===== src/core/dcfg_pkg.sv =====
package dcfg_pkg;
  // Serial frame layout
  localparam logic [4:0] INSTR_LAST = 5'h0F;   // Final instruction bit
  localparam logic [4:0] DATA_FIRST = 5'h10;   // First data bit
  localparam logic [4:0] FRAME_LAST = 5'h17;   // Final bit of one byte
  localparam int         FRAME_RW   = 23;      // Read flag in host frame

  // Device register addresses
  localparam logic [14:0] A_PORT     = 15'h000;
  localparam logic [14:0] A_CATEGORY = 15'h003;
  localparam logic [14:0] A_IDENT_LO = 15'h004;
  localparam logic [14:0] A_IDENT_HI = 15'h005;
  localparam logic [14:0] A_GRADE    = 15'h006;
  localparam logic [14:0] A_POWER    = 15'h011;
  localparam logic [14:0] A_CLK_PD   = 15'h080;
  localparam logic [14:0] A_ALIGN_PD = 15'h081;
  localparam logic [14:0] A_PLL_EN   = 15'h083;
  localparam logic [14:0] A_PLL_STAT = 15'h084;
  localparam logic [14:0] A_PLL_FB   = 15'h085;
  localparam logic [14:0] A_PLL_OUT  = 15'h08B;
  localparam logic [14:0] A_PLL_REF  = 15'h08C;
  localparam logic [14:0] A_FORMAT   = 15'h110;
  localparam logic [14:0] A_INTERP   = 15'h112;
  localparam logic [14:0] A_DP_TUNE_A  = 15'h12D;
  localparam logic [14:0] A_DP_TUNE_B  = 15'h146;
  localparam logic [14:0] A_PLL_TUNE   = 15'h1C4;
  localparam logic [14:0] A_LINK_TUNE_A = 15'h232;
  localparam logic [14:0] A_SD_TUNE_A  = 15'h291;
  localparam logic [14:0] A_SD_TUNE_B  = 15'h29C;
  localparam logic [14:0] A_SD_TUNE_C  = 15'h29F;
  localparam logic [14:0] A_CLK_TUNE   = 15'h2A4;
  localparam logic [14:0] A_LINK_TUNE_B = 15'h333;

  // Values written by the setup sequence
  localparam logic [7:0] V_SOFT_RESET = 8'hBD;
  localparam logic [7:0] V_PORT_4WIRE = 8'h3C;
  localparam logic [7:0] V_ALL_ON     = 8'h00;
  localparam logic [7:0] V_ALIGN_SC0  = 8'h10;
  localparam logic [7:0] V_PLL_ENABLE = 8'h10;
  localparam logic [7:0] V_DP_TUNE_A  = 8'h8B;
  localparam logic [7:0] V_DP_TUNE_B  = 8'h01;
  localparam logic [7:0] V_CLK_TUNE   = 8'hFF;
  localparam logic [7:0] V_PLL_TUNE   = 8'h73;
  localparam logic [7:0] V_SD_TUNE_A  = 8'h49;
  localparam logic [7:0] V_SD_TUNE_B  = 8'h24;
  localparam logic [7:0] V_SD_TUNE_C  = 8'h73;
  localparam logic [7:0] V_LINK_TUNE_A = 8'hFF;
  localparam logic [7:0] V_LINK_TUNE_B = 8'h01;

  // Field positions
  localparam int BANDGAP_PD_BIT = 7;
  localparam int MASTER_PD_BIT  = 2;
  localparam int CONV_PD_LSB    = 3;
  localparam int ADDR_INC_BIT   = 5;
  localparam int PLL_EN_BIT     = 4;
  localparam int PLL_LOCK_BIT   = 1;
  localparam int FORMAT_BIT     = 7;
  localparam logic [7:0] SOFT_RESET_MASK = 8'h81;
  localparam logic [7:0] REG_RESET       = 8'h00;

  // Timing
  localparam int CLK_PERIOD_NS  = 40;
  localparam int SCLK_PERIOD_NS = 100;
  localparam int SCLK_HALF_CYC  =
    (SCLK_PERIOD_NS / 2 + CLK_PERIOD_NS - 1) / CLK_PERIOD_NS;
  localparam logic [7:0] LOCK_POLL_MAX = 8'hC8;

  // Host command register offsets
  localparam logic [2:0] H_CTRL     = 3'h0;
  localparam logic [2:0] H_INTERP   = 3'h1;
  localparam logic [2:0] H_PLL_OUT  = 3'h2;
  localparam logic [2:0] H_PLL_REF  = 3'h3;
  localparam logic [2:0] H_PLL_FB   = 3'h4;
  localparam logic [2:0] H_STATUS   = 3'h5;
  localparam logic [2:0] H_IRQ_STAT = 3'h6;
  localparam logic [2:0] H_IRQ_MASK = 3'h7;
endpackage : dcfg_pkg


===== src/core/dcfg_if.sv =====
`timescale 1ns/1ns
interface dcfg_if;
  logic cs_n;    // Chip select, low during a frame
  logic sclk;    // Serial clock from the host
  logic sdio;    // Host to device data
  logic sdo;     // Device to host data
  logic sdo_oe;  // Device drives sdo
  modport dev  (input cs_n, sclk, sdio, output sdo, sdo_oe);
  modport host (output cs_n, sclk, sdio, input sdo, sdo_oe);
endinterface : dcfg_if


===== src/core/dcfg_host.sv =====
`timescale 1ns/1ns
// Function
// RQ1 - Category code read at lowest ident address
// RQ2 - Product identifier split high and low bytes
// RQ3 - Grade upper nibble, revision lower nibble
// RQ4 - Host configures in the fixed stage order
// RQ5 - Soft reset, then release with four-wire
// RQ6 - Clear bandgap and master converter power-down
// RQ7 - Zero converter power-down field, all used
// RQ8 - Zero clock power-down register
// RQ9 - Alignment power-down by subclass choice
// RQ10 - Write mandatory datapath and clock values
// RQ11 - Write mandatory serial-link values after reset
// RQ12 - Program PLL dividers, then enable it
// RQ13 - Lock bit set; host confirms before proceeding
// RQ14 - Format bit selects twos complement or offset
// RQ15 - Instruction: read flag then 15-bit address
// RQ16 - Bounded lock wait reports setup failure
module dcfg_host (
  // Clock and reset
  input  wire logic       core_clk,
  input  wire logic       nrst,
  // Software register port
  input  wire logic [2:0] addr,
  input  wire logic [7:0] wdata,
  input  wire logic       wr,
  input  wire logic       rd,
  output logic [7:0]      rdata,
  // Interrupt
  output logic            irq,
  // Serial port
  dcfg_if.host            spi
);
  // Sequence steps
  localparam logic [4:0] PLL_FIRST = 5'd14;
  localparam logic [4:0] POLL_STEP = 5'd18;
  localparam logic [4:0] POST_PLL  = 5'd19;
  localparam logic [4:0] LAST_STEP = 5'd20;
  localparam logic [3:0] HALF_LAST = 4'(dcfg_pkg::SCLK_HALF_CYC - 1);

  typedef enum logic [2:0] {
    ST_IDLE, ST_LOAD, ST_SHIFT, ST_GAP, ST_CHECK
  } host_state_t;

  // Frame for one sequence step: read flag, address, data
  function automatic logic [23:0] step_frame(
    input logic [4:0] s, input logic sc0, input logic fmt,
    input logic [7:0] interp, input logic [7:0] odiv,
    input logic [7:0] rdiv, input logic [7:0] fb);
    logic [14:0] a;
    logic [7:0]  d;
    logic        r;
    r = 1'b0;
    unique case (s)
      5'd0:  begin a = dcfg_pkg::A_PORT; d = dcfg_pkg::V_SOFT_RESET; end
      5'd1:  begin a = dcfg_pkg::A_PORT; d = dcfg_pkg::V_PORT_4WIRE; end
      5'd2:  begin a = dcfg_pkg::A_POWER; d = dcfg_pkg::V_ALL_ON; end
      5'd3:  begin a = dcfg_pkg::A_CLK_PD; d = dcfg_pkg::V_ALL_ON; end
      5'd4:  begin
        a = dcfg_pkg::A_ALIGN_PD;
        d = sc0 ? dcfg_pkg::V_ALIGN_SC0 : dcfg_pkg::V_ALL_ON;
      end
      5'd5:  begin a = dcfg_pkg::A_DP_TUNE_A; d = dcfg_pkg::V_DP_TUNE_A; end
      5'd6:  begin a = dcfg_pkg::A_DP_TUNE_B; d = dcfg_pkg::V_DP_TUNE_B; end
      5'd7:  begin a = dcfg_pkg::A_CLK_TUNE; d = dcfg_pkg::V_CLK_TUNE; end
      5'd8:  begin a = dcfg_pkg::A_PLL_TUNE; d = dcfg_pkg::V_PLL_TUNE; end
      5'd9:  begin a = dcfg_pkg::A_SD_TUNE_A; d = dcfg_pkg::V_SD_TUNE_A; end
      5'd10: begin a = dcfg_pkg::A_SD_TUNE_B; d = dcfg_pkg::V_SD_TUNE_B; end
      5'd11: begin a = dcfg_pkg::A_SD_TUNE_C; d = dcfg_pkg::V_SD_TUNE_C; end
      5'd12: begin
        a = dcfg_pkg::A_LINK_TUNE_A;
        d = dcfg_pkg::V_LINK_TUNE_A;
      end
      5'd13: begin
        a = dcfg_pkg::A_LINK_TUNE_B;
        d = dcfg_pkg::V_LINK_TUNE_B;
      end
      5'd14: begin a = dcfg_pkg::A_PLL_OUT; d = odiv; end
      5'd15: begin a = dcfg_pkg::A_PLL_REF; d = rdiv; end
      5'd16: begin a = dcfg_pkg::A_PLL_FB; d = fb; end
      5'd17: begin a = dcfg_pkg::A_PLL_EN; d = dcfg_pkg::V_PLL_ENABLE; end
      5'd18: begin a = dcfg_pkg::A_PLL_STAT; d = 8'h00; r = 1'b1; end
      5'd19: begin a = dcfg_pkg::A_INTERP; d = interp; end
      default: begin
        a = dcfg_pkg::A_FORMAT;
        d = {fmt, 7'h00};
      end
    endcase
    step_frame = {r, a, d};
  endfunction : step_frame

  // Software visible state
  logic [3:1] ctrl_q;       // Use PLL, subclass 0, offset binary
  logic [7:0] interp_q;     // Interpolation choice
  logic [7:0] odiv_q;       // PLL output divider
  logic [7:0] rdiv_q;       // PLL reference divider
  logic [7:0] fb_q;         // PLL feedback count
  logic       done_q;       // Last run finished cleanly
  logic       fail_q;       // Last run timed out on lock
  logic       locked_q;     // Lock was confirmed
  logic [1:0] irq_stat_q;   // Sticky done, fail events
  logic [1:0] irq_mask_q;   // Enables for those events
  logic [7:0] rdata_q;      // Read data, one cycle late

  // Sequencer and serial engine state
  host_state_t st_q;
  logic [4:0]  step_q;      // Current step
  logic [7:0]  poll_q;      // Lock polls made
  logic [23:0] frame_q;     // Outgoing frame shifter
  logic [7:0]  rx_q;        // Last eight bits received
  logic [4:0]  bit_q;       // Bit in the frame
  logic [3:0]  half_q;      // Half period counter
  logic        sclk_q;
  logic        cs_n_q;

  // Decodes
  wire start    = wr & (addr == dcfg_pkg::H_CTRL) & wdata[0] &
                  (st_q == ST_IDLE);
  wire tick     = (half_q == HALF_LAST);
  wire lock_ok  = rx_q[dcfg_pkg::PLL_LOCK_BIT];
  wire at_poll  = (step_q == POLL_STEP);
  wire timeout  = at_poll & ~lock_ok & (poll_q == dcfg_pkg::LOCK_POLL_MAX);
  wire finish   = (st_q == ST_CHECK) & ~timeout &
                  (step_q == LAST_STEP) ;
  wire fail_ev  = (st_q == ST_CHECK) & timeout;  // [RQ16]
  wire [1:0] ev = {fail_ev, finish};
  wire [4:0] next_step = (step_q == PLL_FIRST - 5'd1) & ~ctrl_q[1] ?
                         POST_PLL : step_q + 5'd1;  // [RQ12]
  wire [23:0] frame_w = step_frame(step_q, ctrl_q[2], ctrl_q[3],
                                   interp_q, odiv_q, rdiv_q, fb_q);

  // Software writes to the command registers
  always_ff @(posedge core_clk or negedge nrst) begin
    if (!nrst) begin
      ctrl_q     <= 3'h0;
      interp_q   <= 8'h00;
      odiv_q     <= 8'h00;
      rdiv_q     <= 8'h00;
      fb_q       <= 8'h00;
      irq_mask_q <= 2'h0;
    end else if (wr) begin
      unique case (addr)
        dcfg_pkg::H_CTRL:     ctrl_q     <= wdata[3:1];
        dcfg_pkg::H_INTERP:   interp_q   <= wdata;
        dcfg_pkg::H_PLL_OUT:  odiv_q     <= wdata;
        dcfg_pkg::H_PLL_REF:  rdiv_q     <= wdata;
        dcfg_pkg::H_PLL_FB:   fb_q       <= wdata;
        dcfg_pkg::H_IRQ_MASK: irq_mask_q <= wdata[1:0];
        default: ;  // Status registers ignore writes
      endcase
    end
  end

  // Read data and sticky events; a new event wins over the read clear
  wire rd_stat = rd & (addr == dcfg_pkg::H_IRQ_STAT);
  always_ff @(posedge core_clk or negedge nrst) begin
    if (!nrst) begin
      rdata_q    <= 8'h00;
      irq_stat_q <= 2'h0;
    end else begin
      irq_stat_q <= (rd_stat ? 2'h0 : irq_stat_q) | ev;
      if (rd) begin
        unique case (addr)
          dcfg_pkg::H_CTRL:     rdata_q <= {4'h0, ctrl_q, 1'b0};
          dcfg_pkg::H_INTERP:   rdata_q <= interp_q;
          dcfg_pkg::H_PLL_OUT:  rdata_q <= odiv_q;
          dcfg_pkg::H_PLL_REF:  rdata_q <= rdiv_q;
          dcfg_pkg::H_PLL_FB:   rdata_q <= fb_q;
          dcfg_pkg::H_STATUS:   rdata_q <= {4'h0, locked_q, fail_q,
                                            done_q, st_q != ST_IDLE};
          dcfg_pkg::H_IRQ_STAT: rdata_q <= {6'h00, irq_stat_q};
          default:              rdata_q <= {6'h00, irq_mask_q};
        endcase
      end
    end
  end

  // Step sequencer: stages run strictly in the fixed order
  always_ff @(posedge core_clk or negedge nrst) begin  // [RQ4]
    if (!nrst) begin
      st_q     <= ST_IDLE;
      step_q   <= 5'd0;
      poll_q   <= 8'h00;
      done_q   <= 1'b0;
      fail_q   <= 1'b0;
      locked_q <= 1'b0;
    end else begin
      unique case (st_q)
        ST_IDLE: if (start) begin
          st_q <= ST_LOAD;
          step_q <= 5'd0;  // [RQ5]
          poll_q <= 8'h00;
          {done_q, fail_q, locked_q} <= 3'b000;
        end
        ST_LOAD:  st_q <= ST_SHIFT;
        ST_SHIFT: if (tick & sclk_q & (bit_q == dcfg_pkg::FRAME_LAST)) begin
          st_q <= ST_GAP;
        end
        ST_GAP:   if (tick) st_q <= ST_CHECK;
        ST_CHECK: begin
          if (timeout) begin
            fail_q <= 1'b1;  // [RQ16]
            st_q   <= ST_IDLE;
          end else if (at_poll & ~lock_ok) begin
            poll_q <= poll_q + 8'h01;  // Repeat the lock read [RQ13]
            st_q   <= ST_LOAD;
          end else if (step_q == LAST_STEP) begin
            done_q <= 1'b1;
            st_q   <= ST_IDLE;
          end else begin
            locked_q <= locked_q | at_poll;  // [RQ13]
            step_q   <= next_step;
            st_q     <= ST_LOAD;
          end
        end
        default: st_q <= ST_IDLE;
      endcase
    end
  end

  // Serial engine: data changes on the falling edge, sampled on rising
  always_ff @(posedge core_clk or negedge nrst) begin  // [RQ15]
    if (!nrst) begin
      frame_q <= 24'h000000;
      rx_q    <= 8'h00;
      bit_q   <= 5'd0;
      half_q  <= 4'h0;
      sclk_q  <= 1'b0;
      cs_n_q  <= 1'b1;
    end else if (st_q == ST_LOAD) begin
      frame_q <= frame_w;  // [RQ6] [RQ7] [RQ8] [RQ9] [RQ10] [RQ11] [RQ14]
      bit_q   <= 5'd0;
      half_q  <= 4'h0;
      cs_n_q  <= 1'b0;
    end else if (st_q == ST_SHIFT || st_q == ST_GAP) begin
      half_q <= tick ? 4'h0 : half_q + 4'h1;
      if (tick & (st_q == ST_SHIFT)) begin
        sclk_q <= ~sclk_q;
        if (!sclk_q) begin
          rx_q <= {rx_q[6:0], spi.sdo};
        end else if (bit_q == dcfg_pkg::FRAME_LAST) begin
          cs_n_q <= 1'b1;  // Frame ends with the last falling edge, in the same cycle
        end else begin
          bit_q   <= bit_q + 5'd1;
          frame_q <= {frame_q[22:0], 1'b0};
        end
      end
    end
  end

  // Outputs
  assign rdata    = rdata_q;
  assign irq      = |(irq_stat_q & irq_mask_q);
  assign spi.cs_n = cs_n_q;
  assign spi.sclk = sclk_q;
  assign spi.sdio = frame_q[dcfg_pkg::FRAME_RW];
endmodule : dcfg_host


===== src/flat_wrapper.sv =====
// flat-port wrapper written by rule: the top's interface ports become plain ports
module dcfg_host_flat 
  (core_clk, nrst, addr, wdata, wr, rd, rdata, irq, spi_cs_n, spi_sclk, spi_sdio, spi_sdo, spi_sdo_oe);
  dcfg_if spi_i ();
  input  wire logic core_clk;
  input  wire logic nrst;
  input  wire logic [2:0] addr;
  input  wire logic [7:0] wdata;
  input  wire logic wr;
  input  wire logic rd;
  output logic [7:0] rdata;
  output logic irq;
  output wire logic [$bits(spi_i.cs_n)-1:0] spi_cs_n;
  output wire logic [$bits(spi_i.sclk)-1:0] spi_sclk;
  output wire logic [$bits(spi_i.sdio)-1:0] spi_sdio;
  input wire logic [$bits(spi_i.sdo)-1:0] spi_sdo;
  input wire logic [$bits(spi_i.sdo_oe)-1:0] spi_sdo_oe;
  assign spi_cs_n = spi_i.cs_n;
  assign spi_sclk = spi_i.sclk;
  assign spi_sdio = spi_i.sdio;
  assign spi_i.sdo = spi_sdo;
  assign spi_i.sdo_oe = spi_sdo_oe;
  dcfg_host u_core (.core_clk(core_clk), .nrst(nrst), .addr(addr), .wdata(wdata), .wr(wr), .rd(rd), .rdata(rdata), .irq(irq), .spi(spi_i));
endmodule

===== config.mk =====
export PLATFORM = sky130hd
export DESIGN_NAME = dcfg_host_flat
export DESIGN_NICKNAME = d
export VERILOG_FILES = /design/src/core/dcfg_pkg.sv /design/src/core/dcfg_if.sv /design/src/core/dcfg_host.sv /design/src/flat_wrapper.sv
export SDC_FILE = /design/constraint.sdc
export NUM_CORES = 1
export LEC_CHECK = 0
export BUFFER_PORTS_ARGS = -buffer_cell sky130_fd_sc_hd__buf_2
export CORE_UTILIZATION = 25
export DETAILED_ROUTE_END_ITERATION = 7
export GPL_ROUTABILITY_DRIVEN = 0
export PLACE_DENSITY = 0.45
export SETUP_SLACK_MARGIN = 0.05
export SLEW_MARGIN = 20
export SYNTH_ARGS = -nofsm -noshare
export SYNTH_HDL_FRONTEND = slang
export SYNTH_SLANG_ARGS = --single-unit

===== constraint.sdc =====
create_clock -name core_clk -period 7.15 [get_ports core_clk]
set_input_delay 1.0725 -clock core_clk [delete_from_list [all_inputs] [get_ports core_clk]]
set_output_delay 1.0725 -clock core_clk [all_outputs]
set_load 0.05 [all_outputs]

Yosys cells after proc, flatten, opt, wreduce, memory -nomap -nowiden. Index checks and enable logic that the tools add are counted.

Add/subtract/negate cells: 4. Equal/unequal tests: 44. Mux-type cells: 52. Bitwise gates (word level): 21. Reduce and logical (&&, ||, !) cells: 31.

Operators with widths (number): $pmux W10 S19 (1); $mux W24 (5); $pmux W8 S15 (1); $pmux W8 S7 (1); $mux W5 (11); $eq A5 B4 Y1 const B (8); $eq A5 B5 Y1 const B (6); $mux W8 (3); $eq A5 B3 Y1 const B (4); $pmux W8 S2 (1); $reduce_and A4 Y1 (4); $eq A3 B3 Y1 const B (5); $mux W1 (15); $mux W3 (5); $pmux W3 S5 (1); $and A1 B1 Y1 (13); $eq A3 B2 Y1 const B (4); $mux W4 (3); $reduce_and A2 Y1 (6); $add A5 B1 Y5 const B (2); $eq A5 B2 Y1 const B (2); $ne A2 B1 Y1 const B (5); $ne A2 B2 Y1 const B (5); $pmux W5 S2 (1); 21 further kinds (40).

Register bits: 103. Output and inout bits: 12. Word-level logic and storage cells: 172.

Longest topological paths before layout.
Depth in word-level cells: 7. Depth in mapped cells: 11.

Worst setup path before layout. No wires, ideal clock.

Kind: in2reg. From: input addr[1]. To: register u_core.step_q[0]. Library setup time: 125 ps. Arrival: 2526 ps. Setup slack: 4499 ps. Stages: 5. Path buffers: 1. Path through: buf_6 nor4b_4 a21oi_2 a2111oi_4 mux2_2.

Word-level cells in the longest chain between the ends: 6.

RTL lines: start, declared (line flat_wrapper.sv:7) `input wire logic [2:0] addr;`; $logic_not A3 Y1 (line dcfg_host.sv:117) `wire start = wr & (addr == dcfg_pkg::H_CTRL) & wdata[0] &`; $and A1 B1 Y1 (3 in a row) (line dcfg_host.sv:117); $ne A2 B1 Y1 (no line); $reduce_and A5 Y1 (no line); end signal, assigned (line dcfg_host.sv:212) `step_q <= next_step;`; end, declared (line dcfg_host.sv:107) `logic [4:0] step_q;`.

No other way between the ends. A chain may end at the register's enable or synchronous reset.

Worst setup path after layout.
From: register u_core.step_q[4]. To: register u_core.frame_q[9].

Word-level cells in the longest chain between the ends: 4.

RTL lines: $eq A5 B1 Y1 or $logic_not A5 Y1 (tied branches) (line dcfg_host.sv:54) `unique case (s)`; $reduce_or A2 Y1 (no line); $pmux W10 S19 (*) (line dcfg_host.sv:54); $mux W24 (*) (line dcfg_host.sv:230) `end else if (st_q == ST_LOAD) begin`; end signal, assigned (line dcfg_host.sv:231) `frame_q <= frame_w;`; end signal, assigned (line dcfg_host.sv:245) `frame_q <= {frame_q[22:0], 1'b0};`; end, declared (line dcfg_host.sv:109) `logic [23:0] frame_q;`.

Mark *: on every way between the ends. The rest lies on a longest branch, timed or not.

==> results.md <==
* Setup repair after global routing missed its margin: no
* CP required at 7.35 ns
* Hold path depth at 2
* RR Startpoint: u_core.step_q[4]
* Via/cell ratio at between 5 and 6
* Final antenna-violating net count at 0
* HPWL Detailed at 10.30 mm
* P&R area growth vs syn at 11.77%
* Final Cycle Share at a little over two fifths
* Final setup violation count at 0
* Die Y at 153.5 um
* # diodes at 0
* DRC at 0
* Critical path, cell by cell: inv_1 > ha_1 > a221oi_1 > o211ai_1 > o21ai_2 > o21ai_0
* Min Tclk post-route at 3.109 ns
* R2r endpoint: u_core.frame_q[9]
* Hold WC Path Type: flop to flop
* CTS Sinks at 103
* Hold_buf cts at 0
* Syn_area_per_cell at 10.18 sq um
* # H-tree levels at 3
* Global-route wire length before repair at approximately 24 mm
* Initial antenna violation count at 0
* Critical path's largest stage delay at 0.85 ns
* Beginning of the worst hold path: u_core.frame_q[18]
* Final Hold Viols at 0
* Root Driver: clkbuf_16
* Sequential share of the synthesized area at between 40 and 50%
* Clk_lat worst skew at 0.35 ns
* Vias in the first global route at roughly 4400
* Placeable Area at 22570 sq um
* WL/cell at 17.10 um
* Final instance area at 6416 sq um
* Power Density at 348.3 nW/um^2
* Max-slew headroom at 34.26%
* Via count at 4350
* Syn nets at 591
* DR pass1 iterations at 4
* Reg2reg path depth at 6
* Most used DFF post-synth: dfrtp_1
* DRT Wirelength at 14.72 mm
* Final TNS setup at 0 ns
* Crit path capture type: flop
* Post-cts resize count at 0
* Die Area at 23570 sq um
* Post-Syn Area at about 5700 sq um
* Worst-path fanout max at 27
* Layout Skew at 0.006531 ns
* CP Launch Type: flop
* Clk slew on worst S/H paths at approximately 0.070 ns
* Arrival @ worst endpoint at 3.31 ns
* Peak supply drop at 0.1214 mV
* Final core utilization at approximately 28%
* Die Wd at 153.5 um
* Max-slew violations at 0
* CTS max path bufs at 2
* Placed inst area at 6117 sq um
* CP Class: flop to flop
* Synth Warn # at 0
* Fmax at 321.7 MHz
* FF-to-FF setup slack at 4.04 ns
* IO Port Bufs at 27
* Worst path slowest cell: dfrtp_1
* Final nets at between 500 and 600
* Outcome: completed
* Setup Buffers After CTS at 0
* Final hold slack at 0.4843 ns
* WP buf/inv at 1
* Min-Delay Endpoint: u_core.frame_q[18]
* I/O Pins at 29
* Grt ovf at 0
* Initial detailed-routing violation count at 212
* Total CTS buffers at 9
* Worst-margin pin slew at between 0.9 and 1 ns
* Post-synthesis cell count at about 560
* CP delay by family, top: compound AO/OA/AOI/OAI gates
* Max_cap viols at 0
* Num rows at 55
* Lkg Pwr at 2.640 nW
* Cell variety after synth at between 60 and 70
* All-Layer GR Usage at 13.04%
* Asr flop ratio synth at 100.0%
* Largest net degree at the start of global routing at 65
* Initial Util at 25.43%
* Layout cell share with drive strength beyond 1 at 19.62%
* CTS tree: built
* Post-synthesis register bit count at 103
* EDFF count, synth at 0
==> final cells by class <==
type / count / area [sq um]
multi-input cells: 409 / 2935
inverters: 13 / 48.80
repair buffers: 35 / 197.7
fillers: 2347 / 16160
clock inverters: 7 / 73.82
flip-flops and latches: 103 / 2579
well taps: 285 / 356.6
clock buffers: 9 / 225.2
==> registers in the layout (all words and copies together), names as in the netlist, 4 cells and up <==
| signal | cells |
|---|---|
| u_core.bit_q | 5 |
| u_core.fb_q | 8 |
| u_core.frame_q | 24 |
| u_core.half_q | 4 |
| u_core.interp_q | 8 |
| u_core.odiv_q | 8 |
| u_core.poll_q | 8 |
| u_core.rdata | 8 |
| u_core.rdiv_q | 8 |
| u_core.step_q | 5 |
==> cells in the mapped netlist (5+ instances only) <==
cell | n | area, sq um
a221o_1 | 5 | 50.05
nor3_1 | 14 | 70.07
nor4bb_1 | 5 | 50.05
o21ai_0 | 34 | 170.2
nor2b_1 | 9 | 56.30
xor2_1 | 9 | 78.83
inv_1 | 13 | 48.80
a211oi_1 | 5 | 37.54
nand2_1 | 32 | 120.1
nand4_1 | 9 | 56.30
nor2_1 | 55 | 206.5
a22o_1 | 8 | 70.07
nand2b_1 | 8 | 50.05
nand3_1 | 9 | 45.04
mux2i_1 | 17 | 170.2
a21oi_1 | 34 | 170.2
a31oi_1 | 6 | 37.54
buf_2 | 15 | 75.07
a22oi_1 | 18 | 135.1
clkbuf_1 | 18 | 67.56
ha_1 | 10 | 125.1
dfrtp_1 | 102 | 2552
mux2_2 | 47 | 529.3
==> cells in the final DEF (no fill, tap or decap), types with 14 or more instances in the layout <==
master and n:
nor3_1 14, a22oi_1 18, o21ai_0 34, dfrtp_1 102
mux2i_1 17, mux2_2 47, nor2_1 55, a21oi_1 34
nand2_1 32, buf_2 26
==> metrics by stage <==
step | setup slack (ns) | total power [mW] | instances
after floorplan | 4.499 | 1.520 | 564
after global placement | 3.986 | 1.737 | 845
after detailed placement | 3.965 | 1.754 | 845
after CTS | 4.031 | 2.264 | 861
after global routing | 3.748 | 2.401 | 861
final | 4.041 | 2.235 | 861
==> cell families after synthesis <==
kind of cell / synth area share [%]
adder cells (fa/ha/maj): 2.180
buffers and inverters: 3.945
multiplexers: 13.56
XOR/XNOR: 1.678
AO/OA/AOI/OAI: 16.87
flip-flops: 44.92
AND/OR/NAND/NOR: 16.85
==> tightest hold or removal path: stages (launching register included) <==
cell and delay, ns:
dfrtp_1 0.35, nand2_1 0.04, o21ai_0 0.06
==> worst max-delay path by stage <==
| stage | from | endpoint | slack (ns) | cells after the start |
|---|---|---|---|---|
| 3_3_place_gp | addr[1] | u_core.step_q[4] | 3.99 | 5 |
| 5_1_grt | u_core.step_q[4] | u_core.frame_q[17] | 3.75 | 6 |
| 3_5_place_dp | addr[1] | u_core.step_q[4] | 3.96 | 5 |
| 2_1_floorplan | addr[1] | u_core.step_q[0] | 4.50 | 5 |
| 6_report | u_core.step_q[4] | u_core.frame_q[9] | 4.04 | 6 |
| 4_1_cts | u_core.step_q[4] | u_core.frame_q[9] | 4.03 | 6 |
==> metal layers <==
metal	vias to the layer above	GRT usage, %	part of all wire, %	wire length [um]
met5	-	0	0	0
met4	0	4.429	1.3	192
met3	13	1.860	2.4	353
met2	59	20.54	46	6750
met1	2180	18.27	50	7426
li1	2098	-	-	-
==> power by group <==
group          leakage, nW  internal [mW]  switching [mW]  total, mW
combinational         1.21          0.338           0.481      0.819
clock                0.145          0.272           0.225      0.497
sequential            1.28          0.745           0.173      0.919
No activity file was read; power rests on OpenSTA's default activity.
